===== config.mk =====
export PLATFORM = sky130hd
export DESIGN_NAME = aidt_core
export DESIGN_NICKNAME = d
export VERILOG_FILES = /design/src/inc/aidt_pkg.sv /design/src/logic/aidt_decode.sv /design/src/logic/aidt_core.sv
export SDC_FILE = /design/constraint.sdc
export NUM_CORES = 1
export LEC_CHECK = 0
export BUFFER_PORTS_ARGS = -buffer_cell sky130_fd_sc_hd__buf_2
export CAP_MARGIN = 0
export CORE_UTILIZATION = 52
export DETAILED_ROUTE_END_ITERATION = 12
export GPL_ROUTABILITY_DRIVEN = 0
export PLACE_DENSITY = 0.72
export SLEW_MARGIN = 20
export SYNTH_ARGS = -nofsm -noshare
export SYNTH_HDL_FRONTEND = slang
export SYNTH_HIERARCHICAL = 1
export SYNTH_SLANG_ARGS = --single-unit

===== constraint.sdc =====
create_clock -name ref_clk_in -period 3.7 [get_ports ref_clk_in]
set_clock_uncertainty 0.05 [all_clocks]
set_input_delay 0.74 -clock ref_clk_in [delete_from_list [all_inputs] [get_ports ref_clk_in]]
set_output_delay 0.74 -clock ref_clk_in [all_outputs]
set_load 0.02 [all_outputs]

===== src/inc/aidt_pkg.sv =====
// constants and carriers for the arithmetic decode and timing block
// assumes a single core clock; opcode bytes arrive from fetch already aligned
package aidt_pkg;
  // opcode patterns and masks
  localparam logic [7:0] OP_SBB_PAIR_MASK = 8'hfc;
  localparam logic [7:0] OP_SBB_PAIR = 8'h18;
  localparam logic [7:0] OP_GRP1_MASK = 8'hfc;
  localparam logic [7:0] OP_GRP1 = 8'h80;
  localparam logic [7:0] OP_SBB_ACC_MASK = 8'hfe;
  localparam logic [7:0] OP_SBB_ACC = 8'h1c;
  localparam logic [7:0] OP_GRP3_MASK = 8'hfe;
  localparam logic [7:0] OP_GRP3 = 8'hf6;
  localparam logic [7:0] OP_SIGNED_MULTIPLY_IMM_MASK = 8'hfd;
  localparam logic [7:0] OP_SIGNED_MULTIPLY_IMM = 8'h69;
  localparam logic [7:0] OP_UADD_CORR = 8'h37;
  localparam logic [7:0] OP_PADD_CORR = 8'h27;
  localparam logic [7:0] OP_USUB_CORR = 8'h3f;
  localparam logic [7:0] OP_PSUB_CORR = 8'h2f;
  // reg-field extensions
  localparam logic [2:0] EXT_SBB = 3'h3;
  localparam logic [2:0] EXT_NEG = 3'h3;
  localparam logic [2:0] EXT_MUL = 3'h4;
  localparam logic [2:0] EXT_SIGNED_MULTIPLY = 3'h5;
  localparam logic [1:0] MOD_REG = 2'h3;
  // cycle counts (worst case of each range)
  localparam logic [5:0] CYC_SBB_PAIR_R = 6'h03;
  localparam logic [5:0] CYC_SBB_PAIR_M = 6'h0a;
  localparam logic [5:0] CYC_SBB_IMM_R = 6'h04;
  localparam logic [5:0] CYC_SBB_IMM_M = 6'h10;
  localparam logic [5:0] CYC_SBB_ACC_B = 6'h03;
  localparam logic [5:0] CYC_SBB_ACC_W = 6'h04;
  localparam logic [5:0] CYC_NEG_R = 6'h03;
  localparam logic [5:0] CYC_NEG_M = 6'h0a;
  localparam logic [5:0] CYC_UADD = 6'h08;
  localparam logic [5:0] CYC_PADD = 6'h04;
  localparam logic [5:0] CYC_USUB = 6'h07;
  localparam logic [5:0] CYC_PSUB = 6'h04;
  localparam logic [5:0] CYC_MUL_RB = 6'h1c;
  localparam logic [5:0] CYC_MUL_RW = 6'h25;
  localparam logic [5:0] CYC_MUL_MB = 6'h22;
  localparam logic [5:0] CYC_MUL_MW = 6'h2b;
  localparam logic [5:0] CYC_SIGNED_MULTIPLY_RB = 6'h1c;
  localparam logic [5:0] CYC_SIGNED_MULTIPLY_RW = 6'h25;
  localparam logic [5:0] CYC_SIGNED_MULTIPLY_MB16 = 6'h22;
  localparam logic [5:0] CYC_SIGNED_MULTIPLY_MB8 = 6'h25;
  localparam logic [5:0] CYC_SIGNED_MULTIPLY_MW = 6'h2b;
  localparam logic [5:0] CYC_IMULI_R = 6'h19;
  localparam logic [5:0] CYC_IMULI_M = 6'h20;

  typedef enum logic [3:0] {
    AIDT_OP_NONE,
    AIDT_OP_BORROW_SUBTRACT,
    AIDT_OP_NEGATE_OPERAND,
    AIDT_OP_UNPACKED_ADD_CORRECT,
    AIDT_OP_PACKED_ADD_CORRECT,
    AIDT_OP_UNPACKED_SUB_CORRECT,
    AIDT_OP_PACKED_SUB_CORRECT,
    AIDT_OP_UNSIGNED_MULTIPLY,
    AIDT_OP_SIGNED_MULTIPLY,
    AIDT_OP_SIGNED_MULTIPLY_IMM
  } aidt_op_e;

  typedef enum logic [1:0] {
    AIDT_FORM_PAIR,
    AIDT_FORM_IMM_RM,
    AIDT_FORM_IMM_ACC,
    AIDT_FORM_SINGLE
  } aidt_form_e;

  // fetched instruction head
  typedef struct packed {
    logic [7:0] opcode;
    logic [7:0] modrm;
  } aidt_insn_s;

  // decode result
  typedef struct packed {
    aidt_op_e op;
    aidt_form_e form;
    logic word;
    logic mem;
    logic imm_word;
    logic [5:0] cycles;
  } aidt_dec_s;
endpackage


===== src/logic/aidt_decode.sv =====
// combinational opcode decoder with cycle lookup
// assumes the modrm byte is valid whenever the opcode needs one
`timescale 1ns/1ps
module aidt_decode (
  input wire aidt_pkg::aidt_insn_s insn_in,
  input wire logic narrow_bus_in,
  output aidt_pkg::aidt_dec_s dec_out
);
  import aidt_pkg::*;

  function automatic logic [5:0] pick(input logic m, input logic [5:0] r, input logic [5:0] mm);
    pick = m ? mm : r;
  endfunction

  wire [7:0] op = insn_in.opcode;
  wire [2:0] ext = insn_in.modrm[5:3];
  wire mem = (insn_in.modrm[7:6] != MOD_REG);
  wire w = op[0];
  wire hit_pair = ((op & OP_SBB_PAIR_MASK) == OP_SBB_PAIR);
  wire hit_imm = ((op & OP_GRP1_MASK) == OP_GRP1) && (ext == EXT_SBB);
  wire hit_acc = ((op & OP_SBB_ACC_MASK) == OP_SBB_ACC);
  wire grp3 = ((op & OP_GRP3_MASK) == OP_GRP3);
  wire hit_neg = grp3 && (ext == EXT_NEG);
  wire hit_mul = grp3 && (ext == EXT_MUL);
  wire hit_signed_multiply = grp3 && (ext == EXT_SIGNED_MULTIPLY);
  wire hit_imuli = ((op & OP_SIGNED_MULTIPLY_IMM_MASK) == OP_SIGNED_MULTIPLY_IMM);
  wire [5:0] signed_multiply_mb = narrow_bus_in ? CYC_SIGNED_MULTIPLY_MB8 : CYC_SIGNED_MULTIPLY_MB16;

  always_comb begin
    dec_out = '0;
    dec_out.op = AIDT_OP_NONE;
    dec_out.form = AIDT_FORM_SINGLE;
    dec_out.word = w;
    dec_out.mem = mem;
    if (hit_pair) begin // RQ1
      dec_out.op = AIDT_OP_BORROW_SUBTRACT;
      dec_out.form = AIDT_FORM_PAIR;
      dec_out.cycles = pick(mem, CYC_SBB_PAIR_R, CYC_SBB_PAIR_M); // RQ2
    end else if (hit_imm) begin // RQ1
      dec_out.op = AIDT_OP_BORROW_SUBTRACT;
      dec_out.form = AIDT_FORM_IMM_RM;
      dec_out.imm_word = (op[1:0] == 2'h1);
      dec_out.cycles = pick(mem, CYC_SBB_IMM_R, CYC_SBB_IMM_M); // RQ2
    end else if (hit_acc) begin // RQ1
      dec_out.op = AIDT_OP_BORROW_SUBTRACT;
      dec_out.form = AIDT_FORM_IMM_ACC;
      dec_out.mem = 1'b0;
      dec_out.imm_word = w;
      dec_out.cycles = w ? CYC_SBB_ACC_W : CYC_SBB_ACC_B; // RQ2
    end else if (hit_neg) begin
      dec_out.op = AIDT_OP_NEGATE_OPERAND;
      dec_out.cycles = pick(mem, CYC_NEG_R, CYC_NEG_M); // RQ3
    end else if (hit_mul) begin
      dec_out.op = AIDT_OP_UNSIGNED_MULTIPLY;
      dec_out.cycles = w ? pick(mem, CYC_MUL_RW, CYC_MUL_MW)
                         : pick(mem, CYC_MUL_RB, CYC_MUL_MB); // RQ8
    end else if (hit_signed_multiply) begin
      dec_out.op = AIDT_OP_SIGNED_MULTIPLY;
      dec_out.cycles = w ? pick(mem, CYC_SIGNED_MULTIPLY_RW, CYC_SIGNED_MULTIPLY_MW)
                         : pick(mem, CYC_SIGNED_MULTIPLY_RB, signed_multiply_mb); // RQ9
    end else if (hit_imuli) begin
      dec_out.op = AIDT_OP_SIGNED_MULTIPLY_IMM;
      dec_out.form = AIDT_FORM_IMM_RM;
      dec_out.word = 1'b1;
      dec_out.imm_word = ~op[1]; // RQ10
      dec_out.cycles = pick(mem, CYC_IMULI_R, CYC_IMULI_M); // RQ10
    end else begin
      dec_out.mem = 1'b0;
      case (op)
        OP_UADD_CORR: begin
          dec_out.op = AIDT_OP_UNPACKED_ADD_CORRECT;
          dec_out.cycles = CYC_UADD; // RQ4
        end
        OP_PADD_CORR: begin
          dec_out.op = AIDT_OP_PACKED_ADD_CORRECT;
          dec_out.cycles = CYC_PADD; // RQ5
        end
        OP_USUB_CORR: begin
          dec_out.op = AIDT_OP_UNPACKED_SUB_CORRECT;
          dec_out.cycles = CYC_USUB; // RQ6
        end
        OP_PSUB_CORR: begin
          dec_out.op = AIDT_OP_PACKED_SUB_CORRECT;
          dec_out.cycles = CYC_PSUB; // RQ7
        end
        default: begin
          dec_out.cycles = 6'h00;
        end
      endcase
    end
  end
endmodule


===== src/logic/aidt_core.sv =====
// What this block does
// [RQ1] borrow-subtract decoded in pair, immediate, accumulator forms
// [RQ2] borrow-subtract cycles 3/10, 4/16, 3/4
// [RQ3] negate: group opcode ext 011, 3/10 cycles
// [RQ4] unpacked add correction, 8 cycles
// [RQ5] packed add correction, 4 cycles
// [RQ6] unpacked subtract correction, 7 cycles
// [RQ7] packed subtract correction, 4 cycles
// [RQ8] unsigned multiply ext 100, byte/word reg/mem cycles
// [RQ9] signed multiply ext 101, bus-width dependent memory byte
// [RQ10] immediate signed multiply, word immediate when s=0
// [RQ11] hold next issue until count done, one-cycle writeback
//
// file: arithmetic decode and execution timing top
// assumes fetch holds insn_in stable while valid_in is high and ready_out low
`timescale 1ns/1ps
module aidt_core (
  input wire logic ref_clk_in,
  input wire logic rstn_in,
  input wire logic ce_in,
  input wire logic valid_in,
  input wire aidt_pkg::aidt_insn_s insn_in,
  input wire logic narrow_bus_in,
  output logic ready_out,
  output logic busy_out,
  output aidt_pkg::aidt_op_e op_out,
  output aidt_pkg::aidt_form_e form_out,
  output logic word_out,
  output logic mem_out,
  output logic imm_word_out,
  output logic writeback_out,
  output logic unknown_out
);
  import aidt_pkg::*;

  typedef enum logic [1:0] {AIDT_IDLE, AIDT_RUN, AIDT_WB} aidt_state_e;

  ////////////////////////////////////////////////////////////////////////////
  // decode
  aidt_dec_s dec;
  aidt_decode u_dec (
    .insn_in(insn_in),
    .narrow_bus_in(narrow_bus_in),
    .dec_out(dec)
  );

  ////////////////////////////////////////////////////////////////////////////
  // sequencing
  aidt_state_e state;
  aidt_state_e next_state;
  logic [5:0] count;
  logic [5:0] next_count;
  wire known = (dec.op != AIDT_OP_NONE);
  wire take = valid_in && ready_out;
  wire start = take && known;
  wire last = (count == 6'h01);

  always_comb begin
    next_state = state;
    next_count = count;
    case (state)
      AIDT_IDLE: begin
        if (start) begin
          next_count = dec.cycles - 6'h01;
          next_state = (dec.cycles == 6'h01) ? AIDT_WB : AIDT_RUN;
        end
      end
      AIDT_RUN: begin
        next_count = count - 6'h01;
        if (last) begin // RQ11
          next_state = AIDT_WB;
        end
      end
      AIDT_WB: begin
        next_state = AIDT_IDLE;
      end
      default: begin
        next_state = AIDT_IDLE;
      end
    endcase
  end

  always_ff @(posedge ref_clk_in) begin
    if (!rstn_in) begin
      state <= AIDT_IDLE;
      count <= 6'h00;
    end else if (ce_in) begin
      state <= next_state;
      count <= next_count;
    end
  end

  ////////////////////////////////////////////////////////////////////////////
  // registered outputs
  always_ff @(posedge ref_clk_in) begin
    if (!rstn_in) begin
      ready_out <= 1'b1;
      busy_out <= 1'b0;
      writeback_out <= 1'b0;
      unknown_out <= 1'b0;
      op_out <= AIDT_OP_NONE;
      form_out <= AIDT_FORM_SINGLE;
      word_out <= 1'b0;
      mem_out <= 1'b0;
      imm_word_out <= 1'b0;
    end else if (ce_in) begin
      ready_out <= (next_state == AIDT_IDLE); // RQ11
      busy_out <= (next_state != AIDT_IDLE);
      writeback_out <= (next_state == AIDT_WB); // RQ11
      unknown_out <= take && !known;
      if (start) begin
        op_out <= dec.op;
        form_out <= dec.form;
        word_out <= dec.word;
        mem_out <= dec.mem;
        imm_word_out <= dec.imm_word;
      end
    end
  end

  ////////////////////////////////////////////////////////////////////////////
  // checks
  logic [5:0] run_len;
  logic [5:0] exp_len;
  always_ff @(posedge ref_clk_in) begin
    if (!rstn_in) begin
      run_len <= 6'h00;
      exp_len <= 6'h00;
    end else if (ce_in) begin
      if (start) begin
        run_len <= 6'h01;
        exp_len <= dec.cycles;
      end else if (busy_out && !writeback_out) begin
        run_len <= run_len + 6'h01;
      end
    end
  end

  a_wb_after_count: assert property (@(posedge ref_clk_in) disable iff (!rstn_in) // RQ11
    (ce_in && writeback_out) |-> (run_len == exp_len))
    else $error("writeback before full cycle count");

  a_wb_one_cycle: assert property (@(posedge ref_clk_in) disable iff (!rstn_in) // RQ11
    (ce_in && writeback_out) |=> (ce_in -> !writeback_out))
    else $error("writeback longer than one cycle");

  a_no_issue_busy: assert property (@(posedge ref_clk_in) disable iff (!rstn_in) // RQ11
    busy_out |-> !ready_out)
    else $error("ready while busy");

  a_sbb_pair_time: assert property (@(posedge ref_clk_in) disable iff (!rstn_in) // RQ2
    (dec.op == AIDT_OP_BORROW_SUBTRACT && dec.form == AIDT_FORM_PAIR)
      |-> (dec.cycles == (dec.mem ? 6'h0a : 6'h03)))
    else $error("borrow-subtract pair timing wrong");

  a_sbb_acc_dec: assert property (@(posedge ref_clk_in) disable iff (!rstn_in) // RQ1
    (insn_in.opcode[7:1] == 7'h0e) |-> (dec.form == AIDT_FORM_IMM_ACC
      && dec.cycles == (insn_in.opcode[0] ? 6'h04 : 6'h03)))
    else $error("accumulator borrow-subtract misdecoded");

  a_neg_time: assert property (@(posedge ref_clk_in) disable iff (!rstn_in) // RQ3
    (insn_in.opcode[7:1] == 7'h7b && insn_in.modrm[5:3] == 3'h3)
      |-> (dec.op == AIDT_OP_NEGATE_OPERAND && dec.cycles == (dec.mem ? 6'h0a : 6'h03)))
    else $error("negate misdecoded");

  a_adjust_time: assert property (@(posedge ref_clk_in) disable iff (!rstn_in) // RQ4
    (insn_in.opcode == 8'h37) |-> (dec.cycles == 6'h08))
    else $error("unpacked add correction timing wrong");

  a_mul_word_mem: assert property (@(posedge ref_clk_in) disable iff (!rstn_in) // RQ8
    (dec.op == AIDT_OP_UNSIGNED_MULTIPLY && dec.word && dec.mem) |-> (dec.cycles == 6'h2b))
    else $error("unsigned multiply memory word timing wrong");

  a_signed_multiply_narrow: assert property (@(posedge ref_clk_in) disable iff (!rstn_in) // RQ9
    (dec.op == AIDT_OP_SIGNED_MULTIPLY && !dec.word && dec.mem)
      |-> (dec.cycles == (narrow_bus_in ? 6'h25 : 6'h22)))
    else $error("signed multiply memory byte timing wrong");

  a_imuli_imm: assert property (@(posedge ref_clk_in) disable iff (!rstn_in) // RQ10
    (dec.op == AIDT_OP_SIGNED_MULTIPLY_IMM) |-> (dec.imm_word == !insn_in.opcode[1]))
    else $error("immediate multiply width wrong");

  a_start_ready: assert property (@(posedge ref_clk_in) disable iff (!rstn_in) // RQ11
    (ce_in && start) |=> (ce_in -> !ready_out))
    else $error("issue not held after start");

  a_sbb_pair_dec: assert property (@(posedge ref_clk_in) disable iff (!rstn_in) // RQ1
    (insn_in.opcode[7:2] == 6'h06)
      |-> (dec.op == AIDT_OP_BORROW_SUBTRACT && dec.form == AIDT_FORM_PAIR))
    else $error("borrow-subtract pair misdecoded");

  a_sbb_imm_dec: assert property (@(posedge ref_clk_in) disable iff (!rstn_in) // RQ1
    (insn_in.opcode[7:2] == 6'h20 && insn_in.modrm[5:3] == 3'h3)
      |-> (dec.op == AIDT_OP_BORROW_SUBTRACT && dec.form == AIDT_FORM_IMM_RM))
    else $error("borrow-subtract immediate misdecoded");

  a_sbb_imm_time: assert property (@(posedge ref_clk_in) disable iff (!rstn_in) // RQ2
    (dec.op == AIDT_OP_BORROW_SUBTRACT && dec.form == AIDT_FORM_IMM_RM)
      |-> (dec.cycles == (dec.mem ? 6'h10 : 6'h04)))
    else $error("borrow-subtract immediate timing wrong");

  a_sbb_acc_mem: assert property (@(posedge ref_clk_in) disable iff (!rstn_in) // RQ2
    (dec.form == AIDT_FORM_IMM_ACC) |-> !dec.mem)
    else $error("accumulator form marked as memory");

  a_padd_time: assert property (@(posedge ref_clk_in) disable iff (!rstn_in) // RQ5
    (insn_in.opcode == 8'h27)
      |-> (dec.op == AIDT_OP_PACKED_ADD_CORRECT && dec.cycles == 6'h04))
    else $error("packed add correction misdecoded");

  a_usub_time: assert property (@(posedge ref_clk_in) disable iff (!rstn_in) // RQ6
    (insn_in.opcode == 8'h3f)
      |-> (dec.op == AIDT_OP_UNPACKED_SUB_CORRECT && dec.cycles == 6'h07))
    else $error("unpacked subtract correction misdecoded");

  a_psub_time: assert property (@(posedge ref_clk_in) disable iff (!rstn_in) // RQ7
    (insn_in.opcode == 8'h2f)
      |-> (dec.op == AIDT_OP_PACKED_SUB_CORRECT && dec.cycles == 6'h04))
    else $error("packed subtract correction misdecoded");

  a_adjust_single: assert property (@(posedge ref_clk_in) disable iff (!rstn_in) // RQ4
    (dec.op == AIDT_OP_UNPACKED_ADD_CORRECT) |-> (!dec.mem && dec.form == AIDT_FORM_SINGLE))
    else $error("unpacked add correction form wrong");

  a_mul_reg_byte: assert property (@(posedge ref_clk_in) disable iff (!rstn_in) // RQ8
    (insn_in.opcode == 8'hf6 && insn_in.modrm[7:3] == 5'h1c)
      |-> (dec.op == AIDT_OP_UNSIGNED_MULTIPLY && dec.cycles == 6'h1c))
    else $error("unsigned multiply register byte wrong");

  a_mul_reg_word: assert property (@(posedge ref_clk_in) disable iff (!rstn_in) // RQ8
    (insn_in.opcode == 8'hf7 && insn_in.modrm[7:3] == 5'h1c)
      |-> (dec.op == AIDT_OP_UNSIGNED_MULTIPLY && dec.cycles == 6'h25))
    else $error("unsigned multiply register word wrong");

  a_mul_mem_byte: assert property (@(posedge ref_clk_in) disable iff (!rstn_in) // RQ8
    (dec.op == AIDT_OP_UNSIGNED_MULTIPLY && !dec.word && dec.mem) |-> (dec.cycles == 6'h22))
    else $error("unsigned multiply memory byte timing wrong");

  a_signed_multiply_reg_byte: assert property (@(posedge ref_clk_in) disable iff (!rstn_in) // RQ9
    (insn_in.opcode == 8'hf6 && insn_in.modrm[7:3] == 5'h1d)
      |-> (dec.op == AIDT_OP_SIGNED_MULTIPLY && dec.cycles == 6'h1c))
    else $error("signed multiply register byte wrong");

  a_signed_multiply_reg_word: assert property (@(posedge ref_clk_in) disable iff (!rstn_in) // RQ9
    (insn_in.opcode == 8'hf7 && insn_in.modrm[7:3] == 5'h1d)
      |-> (dec.op == AIDT_OP_SIGNED_MULTIPLY && dec.cycles == 6'h25))
    else $error("signed multiply register word wrong");

  a_signed_multiply_mem_word: assert property (@(posedge ref_clk_in) disable iff (!rstn_in) // RQ9
    (dec.op == AIDT_OP_SIGNED_MULTIPLY && dec.word && dec.mem) |-> (dec.cycles == 6'h2b))
    else $error("signed multiply memory word timing wrong");

  a_imuli_time: assert property (@(posedge ref_clk_in) disable iff (!rstn_in) // RQ10
    (insn_in.opcode[7:2] == 6'h1a && insn_in.opcode[0])
      |-> (dec.op == AIDT_OP_SIGNED_MULTIPLY_IMM && dec.cycles == (dec.mem ? 6'h20 : 6'h19)))
    else $error("immediate multiply misdecoded");

  a_imuli_word: assert property (@(posedge ref_clk_in) disable iff (!rstn_in) // RQ10
    (dec.op == AIDT_OP_SIGNED_MULTIPLY_IMM) |-> dec.word)
    else $error("immediate multiply not word sized");

  ////////////////////////////////////////////////////////////////////////////
  // issue and stall checks
  a_ce_freeze_out: assert property (@(posedge ref_clk_in) disable iff (!rstn_in) // RQ11
    !ce_in |=> ($stable(ready_out) && $stable(busy_out) && $stable(writeback_out)))
    else $error("outputs moved while clock enable low");

  a_ce_freeze_op: assert property (@(posedge ref_clk_in) disable iff (!rstn_in) // RQ11
    !ce_in |=> $stable(op_out))
    else $error("operation moved while clock enable low");

  a_unknown_pulse: assert property (@(posedge ref_clk_in) disable iff (!rstn_in) // RQ11
    (ce_in && take && !known) |=> (unknown_out && ready_out && !busy_out))
    else $error("unknown opcode not flagged");

  a_unknown_idle: assert property (@(posedge ref_clk_in) disable iff (!rstn_in) // RQ11
    unknown_out |-> !busy_out)
    else $error("unknown opcode started execution");

  a_op_held_busy: assert property (@(posedge ref_clk_in) disable iff (!rstn_in) // RQ11
    (ce_in && busy_out) |=> $stable(op_out))
    else $error("operation changed during execution");

  a_ready_busy_pair: assert property (@(posedge ref_clk_in) disable iff (!rstn_in) // RQ11
    ready_out == !busy_out)
    else $error("ready and busy disagree");

  a_wb_state_match: assert property (@(posedge ref_clk_in) disable iff (!rstn_in) // RQ11
    writeback_out == (state == AIDT_WB))
    else $error("writeback pulse outside writeback state");

  a_start_op_latch: assert property (@(posedge ref_clk_in) disable iff (!rstn_in) // RQ11
    (ce_in && start) |=> (op_out == $past(dec.op)))
    else $error("operation not latched at start");

  a_count_bound: assert property (@(posedge ref_clk_in) disable iff (!rstn_in) // RQ11
    (state == AIDT_RUN) |-> (count != 6'h00))
    else $error("run state with empty count");

  c_mul_run: cover property (@(posedge ref_clk_in) disable iff (!rstn_in)
    start && dec.op == AIDT_OP_UNSIGNED_MULTIPLY);
  c_signed_multiply_narrow: cover property (@(posedge ref_clk_in) disable iff (!rstn_in)
    start && dec.op == AIDT_OP_SIGNED_MULTIPLY && narrow_bus_in);
  c_adjust: cover property (@(posedge ref_clk_in) disable iff (!rstn_in)
    start && dec.op == AIDT_OP_UNPACKED_SUB_CORRECT);
  c_back_to_back: cover property (@(posedge ref_clk_in) disable iff (!rstn_in)
    writeback_out ##1 start);
  c_ce_stall: cover property (@(posedge ref_clk_in) disable iff (!rstn_in)
    busy_out && !ce_in);
endmodule


# ---- Yosys cells after proc, flatten, opt, wreduce, memory -nomap -nowiden
# Index checks and enable logic that the tools add are counted.
dict set report totals {
  reg_bits 21
  in_bits 21
  out_inout_bits 13
  word_cells 90
}
dict set report op_classes {
  addsub 2
  n_eq_ne 19
  mux 41
  bitwise_logic 1
  reduce_logical 16
}
# operator n
set ops {}
lappend ops {{$mux W6} 14}
lappend ops {{$eq A8 B6 Y1 const B} 4}
lappend ops {{$mux W4} 6}
lappend ops {{$mux W5} 4}
lappend ops {{$eq A6 B1 Y1 const B} 2}
lappend ops {{$mux W3} 4}
lappend ops {{$pmux W3 S4} 1}
lappend ops {{$pmux W4 S3} 1}
lappend ops {{$pmux W6 S2} 1}
lappend ops {{$sub A6 B1 Y6 const B} 2}
lappend ops {{$mux W2} 4}
lappend ops {{$mux W8} 1}
lappend ops {{$eq A7 B4 Y1 const B} 1}
lappend ops {{$eq A7 B6 Y1 const B} 1}
lappend ops {{$eq A7 B7 Y1 const B} 1}
lappend ops {{$logic_and A1 B1 Y1} 7}
lappend ops {{$mux W7} 1}
lappend ops {{$eq A3 B3 Y1 const B} 2}
lappend ops {{$eq A6 B3 Y1 const B} 1}
lappend ops {{$eq A6 B6 Y1 const B} 1}
lappend ops {{$eq A2 B1 Y1 const B} 2}
lappend ops {{$logic_not A2 Y1} 2}
lappend ops {{$ne A2 B2 Y1 const B} 2}
lappend ops {{$pmux W2 S2} 1}
lappend ops {{10 further kinds} 13}

# ---- Depth between registers and ports, before layout
dict set report depth {
  depth_word 15
  ltp_mapped 11
  mapped_depth_nobuf 10
}

# ---- Cells and area by module
# The synthesis kept the hierarchy.
# module n_inst cells_per_inst area_each_um2 seq_area_each_um2
set modules_own_cells {}
lappend modules_own_cells {aidt_core 1 136 1163.6 420.4}
lappend modules_own_cells {aidt_decode 1 80 561.8 0.0}

# ---- Worst setup path before layout
# Ideal clock, no wire load.
dict set report synth_timing {
  path_type {input to register}
  startpoint {input port insn_in[8] in the netlist's numbering}
  endpoint {register count[4]}
  arrival_time_ns 2.679
  slack_ns 0.849
  stages 10
  path_cell_list {clkbuf_1 -> and4bb_2 -> nand3_2 -> o31a_1 -> o2111ai_1 -> or4_4 -> buf_6 -> a32o_2 -> nand2_4 -> o21ai_1}
}
# element line_no
set synth_lines {}
lappend synth_lines {{start: declaration} aidt_core.sv:22} ;# input wire aidt_pkg::aidt_insn_s insn_in,
lappend synth_lines {{end signal: assignment} aidt_core.sv:89} ;# count <= next_count;
lappend synth_lines {{end: declaration} aidt_core.sv:51} ;# logic [5:0] count;

==> flow_summary_export.csv <==
group,metric,value,unit
outcome,outcome,"finished, final reports clean",
routing,drt_drc_violations_left,0,
synthesis,syn_area,1730,sq um
die,die_w,59.6,microns
placed_design,dp.cells,280,
die,io_pins,34,
synthesis,synthDistinctLibCells,61,
critical_path,startpoint_type,"input port",
layout,fin_nets,268,
cts,insertion_delay,0.30,ns
synthesis,synth_cells,216,
global_route,gr-usage-all-layers,23.7,%
synthesis,synth_top_area_share,24.4,%
critical_path,cp_max_fo,13,
synthesis,yosysWarningCount,6,
critical_path,critPathKind,"input port to register",
die,die_area,3550,sq um
global_route,antenna_found_initial,0,
synthesis,synth_edf_count,0,
synthesis,netlist.top_cell.by_area,"dfxtp_1",
timing,setup_viol,0,
cts,numCtsBuffers,3,
timing,tns,0,ns
synthesis,synth.area.mux_share,0,%
placed_design,portBuffers,30,
global_route,grt_pass1_wl,6.49,mm
routing,drt.antenna.violating_nets,0,
timing,finalHoldViolCount,0,
global_route,grt_pass1_vias,1472,
power_and_ir_drop,peakVddDrop,149,uV
die,num_rows,20,
layout,syn_to_final_growth,10.4,%
routing,wl_per_cell,13.7,microns
critical_path,slowest_delay,0.66,ns
synthesis,synthTopCellsByArea,"dfxtp_1, ha_1, nand3_1",
synthesis,synth_common_cells,"dfxtp_1, nand2_1, nand3_1, nor2_1",
routing,vias_per_cell,5.96,
timing,worstMarginPinSlew,0.456,ns
layout,diodes,0,
synthesis,ys_ff_latch,21,
global_route,grt-ovfl-total,0,
synthesis,synth_top_family_by_area,"simple AND/OR/NAND/NOR gates",
synthesis,ys.flop_type,"dfxtp_1",
placed_design,hpwl,2.94,mm
routing,dr.pass1.iters,4,
synthesis,synth_compound_area_share,27.6,%
timing,fin_crit_sh,81.1,%
synthesis,synthAdderAreaFrac,4.35,%
layout,stdcell_count,284,
power_and_ir_drop,power_density,235,nW/um^2
critical_path,critical_path_required,3.85,ns
timing,period_needed,3.00,ns
cts,cts_setup_buffers,0,
critical_path,arrival,3.15,ns
hold_path,hold_class,"register to register",
timing,rsz0062_at_grt,"false",
synthesis,synth-seq-area-share,24.4,%
critical_path,critPathCaptureType,"register",
synthesis,yosysMostFrequentCell,"dfxtp_1",
die,die_h,59.6,microns
routing,drt_iter0_drc,145,
cts,cts-root-buf,"clkbuf_4",
die,initial_core_util,55.6,%
timing,max_freq,0.333,GHz
global_route,grt_max_degree,24,
critical_path,crit_chain,"buf_2 -> and4bb_2 -> nand3_2 -> o31a_1 -> o2111ai_1 -> or4_4 -> a32oi_4 -> a21oi_1 -> o221a_1",
synthesis,syn_avg_cell_area,7.99,sq um
cts,cts_sinks,21,
routing,drt-total-wl,3.90,mm
routing,vias,1692,
synthesis,synth-simple-area-share,36.8,%
power_and_ir_drop,leakagePower,0.725,nW
layout,drive_gt1_share,21.7,%
timing,relSlewSlack,69.4,%
critical_path,crit_slowest_cell,"or4_4",
synthesis,synth.net_count,243,
cts,clock_path_buffers,2,
cts,path_clk_slew,0.11,ns
timing,drv_slew,0,
run,maxCapViolCount,0,
synthesis,synthArstFlopShare,0,%
cts,cts_resized,0,
cts,cts.hold.buffers_added,0,
cts,ctsHtreeMaxLevel,1,
cts,cts_tree,"done",
die,placeableCoreArea,3100,sq um
synthesis,synth_xor_xnor_area_share,2.03,%
-- sequential cells by signal, indices dropped and copies added, names as in the netlist, 2 cells and up --
signal	count
count	6
op_out	4
form_out	2
state	2
-- path summary, 6_finish.rpt --
path	end	slack [ns]	start	depth (start not counted)
worst max-delay path	count[0]	0.70	insn_in[12]	9
worst max register to register	count[5]	2.21	count[2]	4
worst min register to register	form_out[0]	0.42	form_out[0]	2
worst min-delay path	form_out[0]	0.42	form_out[0]	2
-- cells in the final DEF (no fill, tap or decap), types with 2 or more instances in the layout --
cell / instances
nor3_1: 8
xnor2_1: 2
nor2_1: 12
nand4_1: 2
a21oi_1: 9
nand2b_1: 8
nor3b_1: 3
xor2_1: 2
and3b_1: 2
nand3b_1: 3
clkbuf_4: 3
o211ai_1: 7
o21ai_2: 3
o22ai_1: 2
a21boi_1: 2
inv_1: 9
nand3_1: 15
or3_1: 2
dfxtp_1: 21
a32o_2: 2
and4b_1: 2
o21ai_0: 7
ha_1: 6
a31oi_1: 2
and3_1: 3
o31a_1: 2
nor4_1: 2
nand2_1: 19
o21ai_1: 4
nor2b_1: 7
buf_2: 30
or4_4: 2
a22oi_1: 5
a21boi_0: 6
-- layout make-up --
class / count / area, sq um
inverters: 9 / 33.8
fillers: 302 / 1200
multi-input cells: 176 / 1220
clock buffers: 4 / 26.3
repair buffers: 30 / 150
well taps: 44 / 55.1
flip-flops and latches: 21 / 420
-- kinds of logic after synthesis --
kind of cell	Yosys count
and+or+nand+nor	104
AOI/OAI and AO/OA	62
DFF	21
buffers and inverters	19
adders and majority gates	6
xor gates and xnor gates	4
-- per-layer routing --
metal	global-route usage [%]	wire length, microns	up-vias
met5	0	0	-
met2	40.6	1920	45
li1	-	-	854
met1	31.0	1760	789
met3	4.15	177	4
met4	4.98	43	0
-- per-stage QoR --
| stage | hold WS [ns] | worst slack [ns] | instance area [sq um] | util [%] | power, mW |
|---|---|---|---|---|---|
| 2_1_floorplan | 0.402 | 0.849 | 1730 | - | 0.313 |
| 3_3_place_gp | 0.400 | 0.421 | 1880 | 60.6 | 0.341 |
| 3_5_place_dp | 0.401 | 0.380 | 1880 | 60.6 | 0.341 |
| 4_1_cts | 0.424 | 0.715 | 1910 | 61.4 | 0.452 |
| 5_1_grt | 0.441 | 0.528 | 1910 | 61.4 | 0.473 |
| 6_report | 0.419 | 0.699 | 1910 | 61.4 | 0.448 |
-- report_power, final --
part           switching (mW)  internal (mW)
registers             0.00562          0.231
logic                  0.0606         0.0400
clock network          0.0681         0.0420
total                   0.134          0.313
-- critical path: cells and delay by family --
family,cells,cell delay [ns]
and+or+nand+nor,3,1.10
buffers and inverters,1,0.24
AOI/OAI and AO/OA,5,1.06
Power figures use the tool's default switching activity.
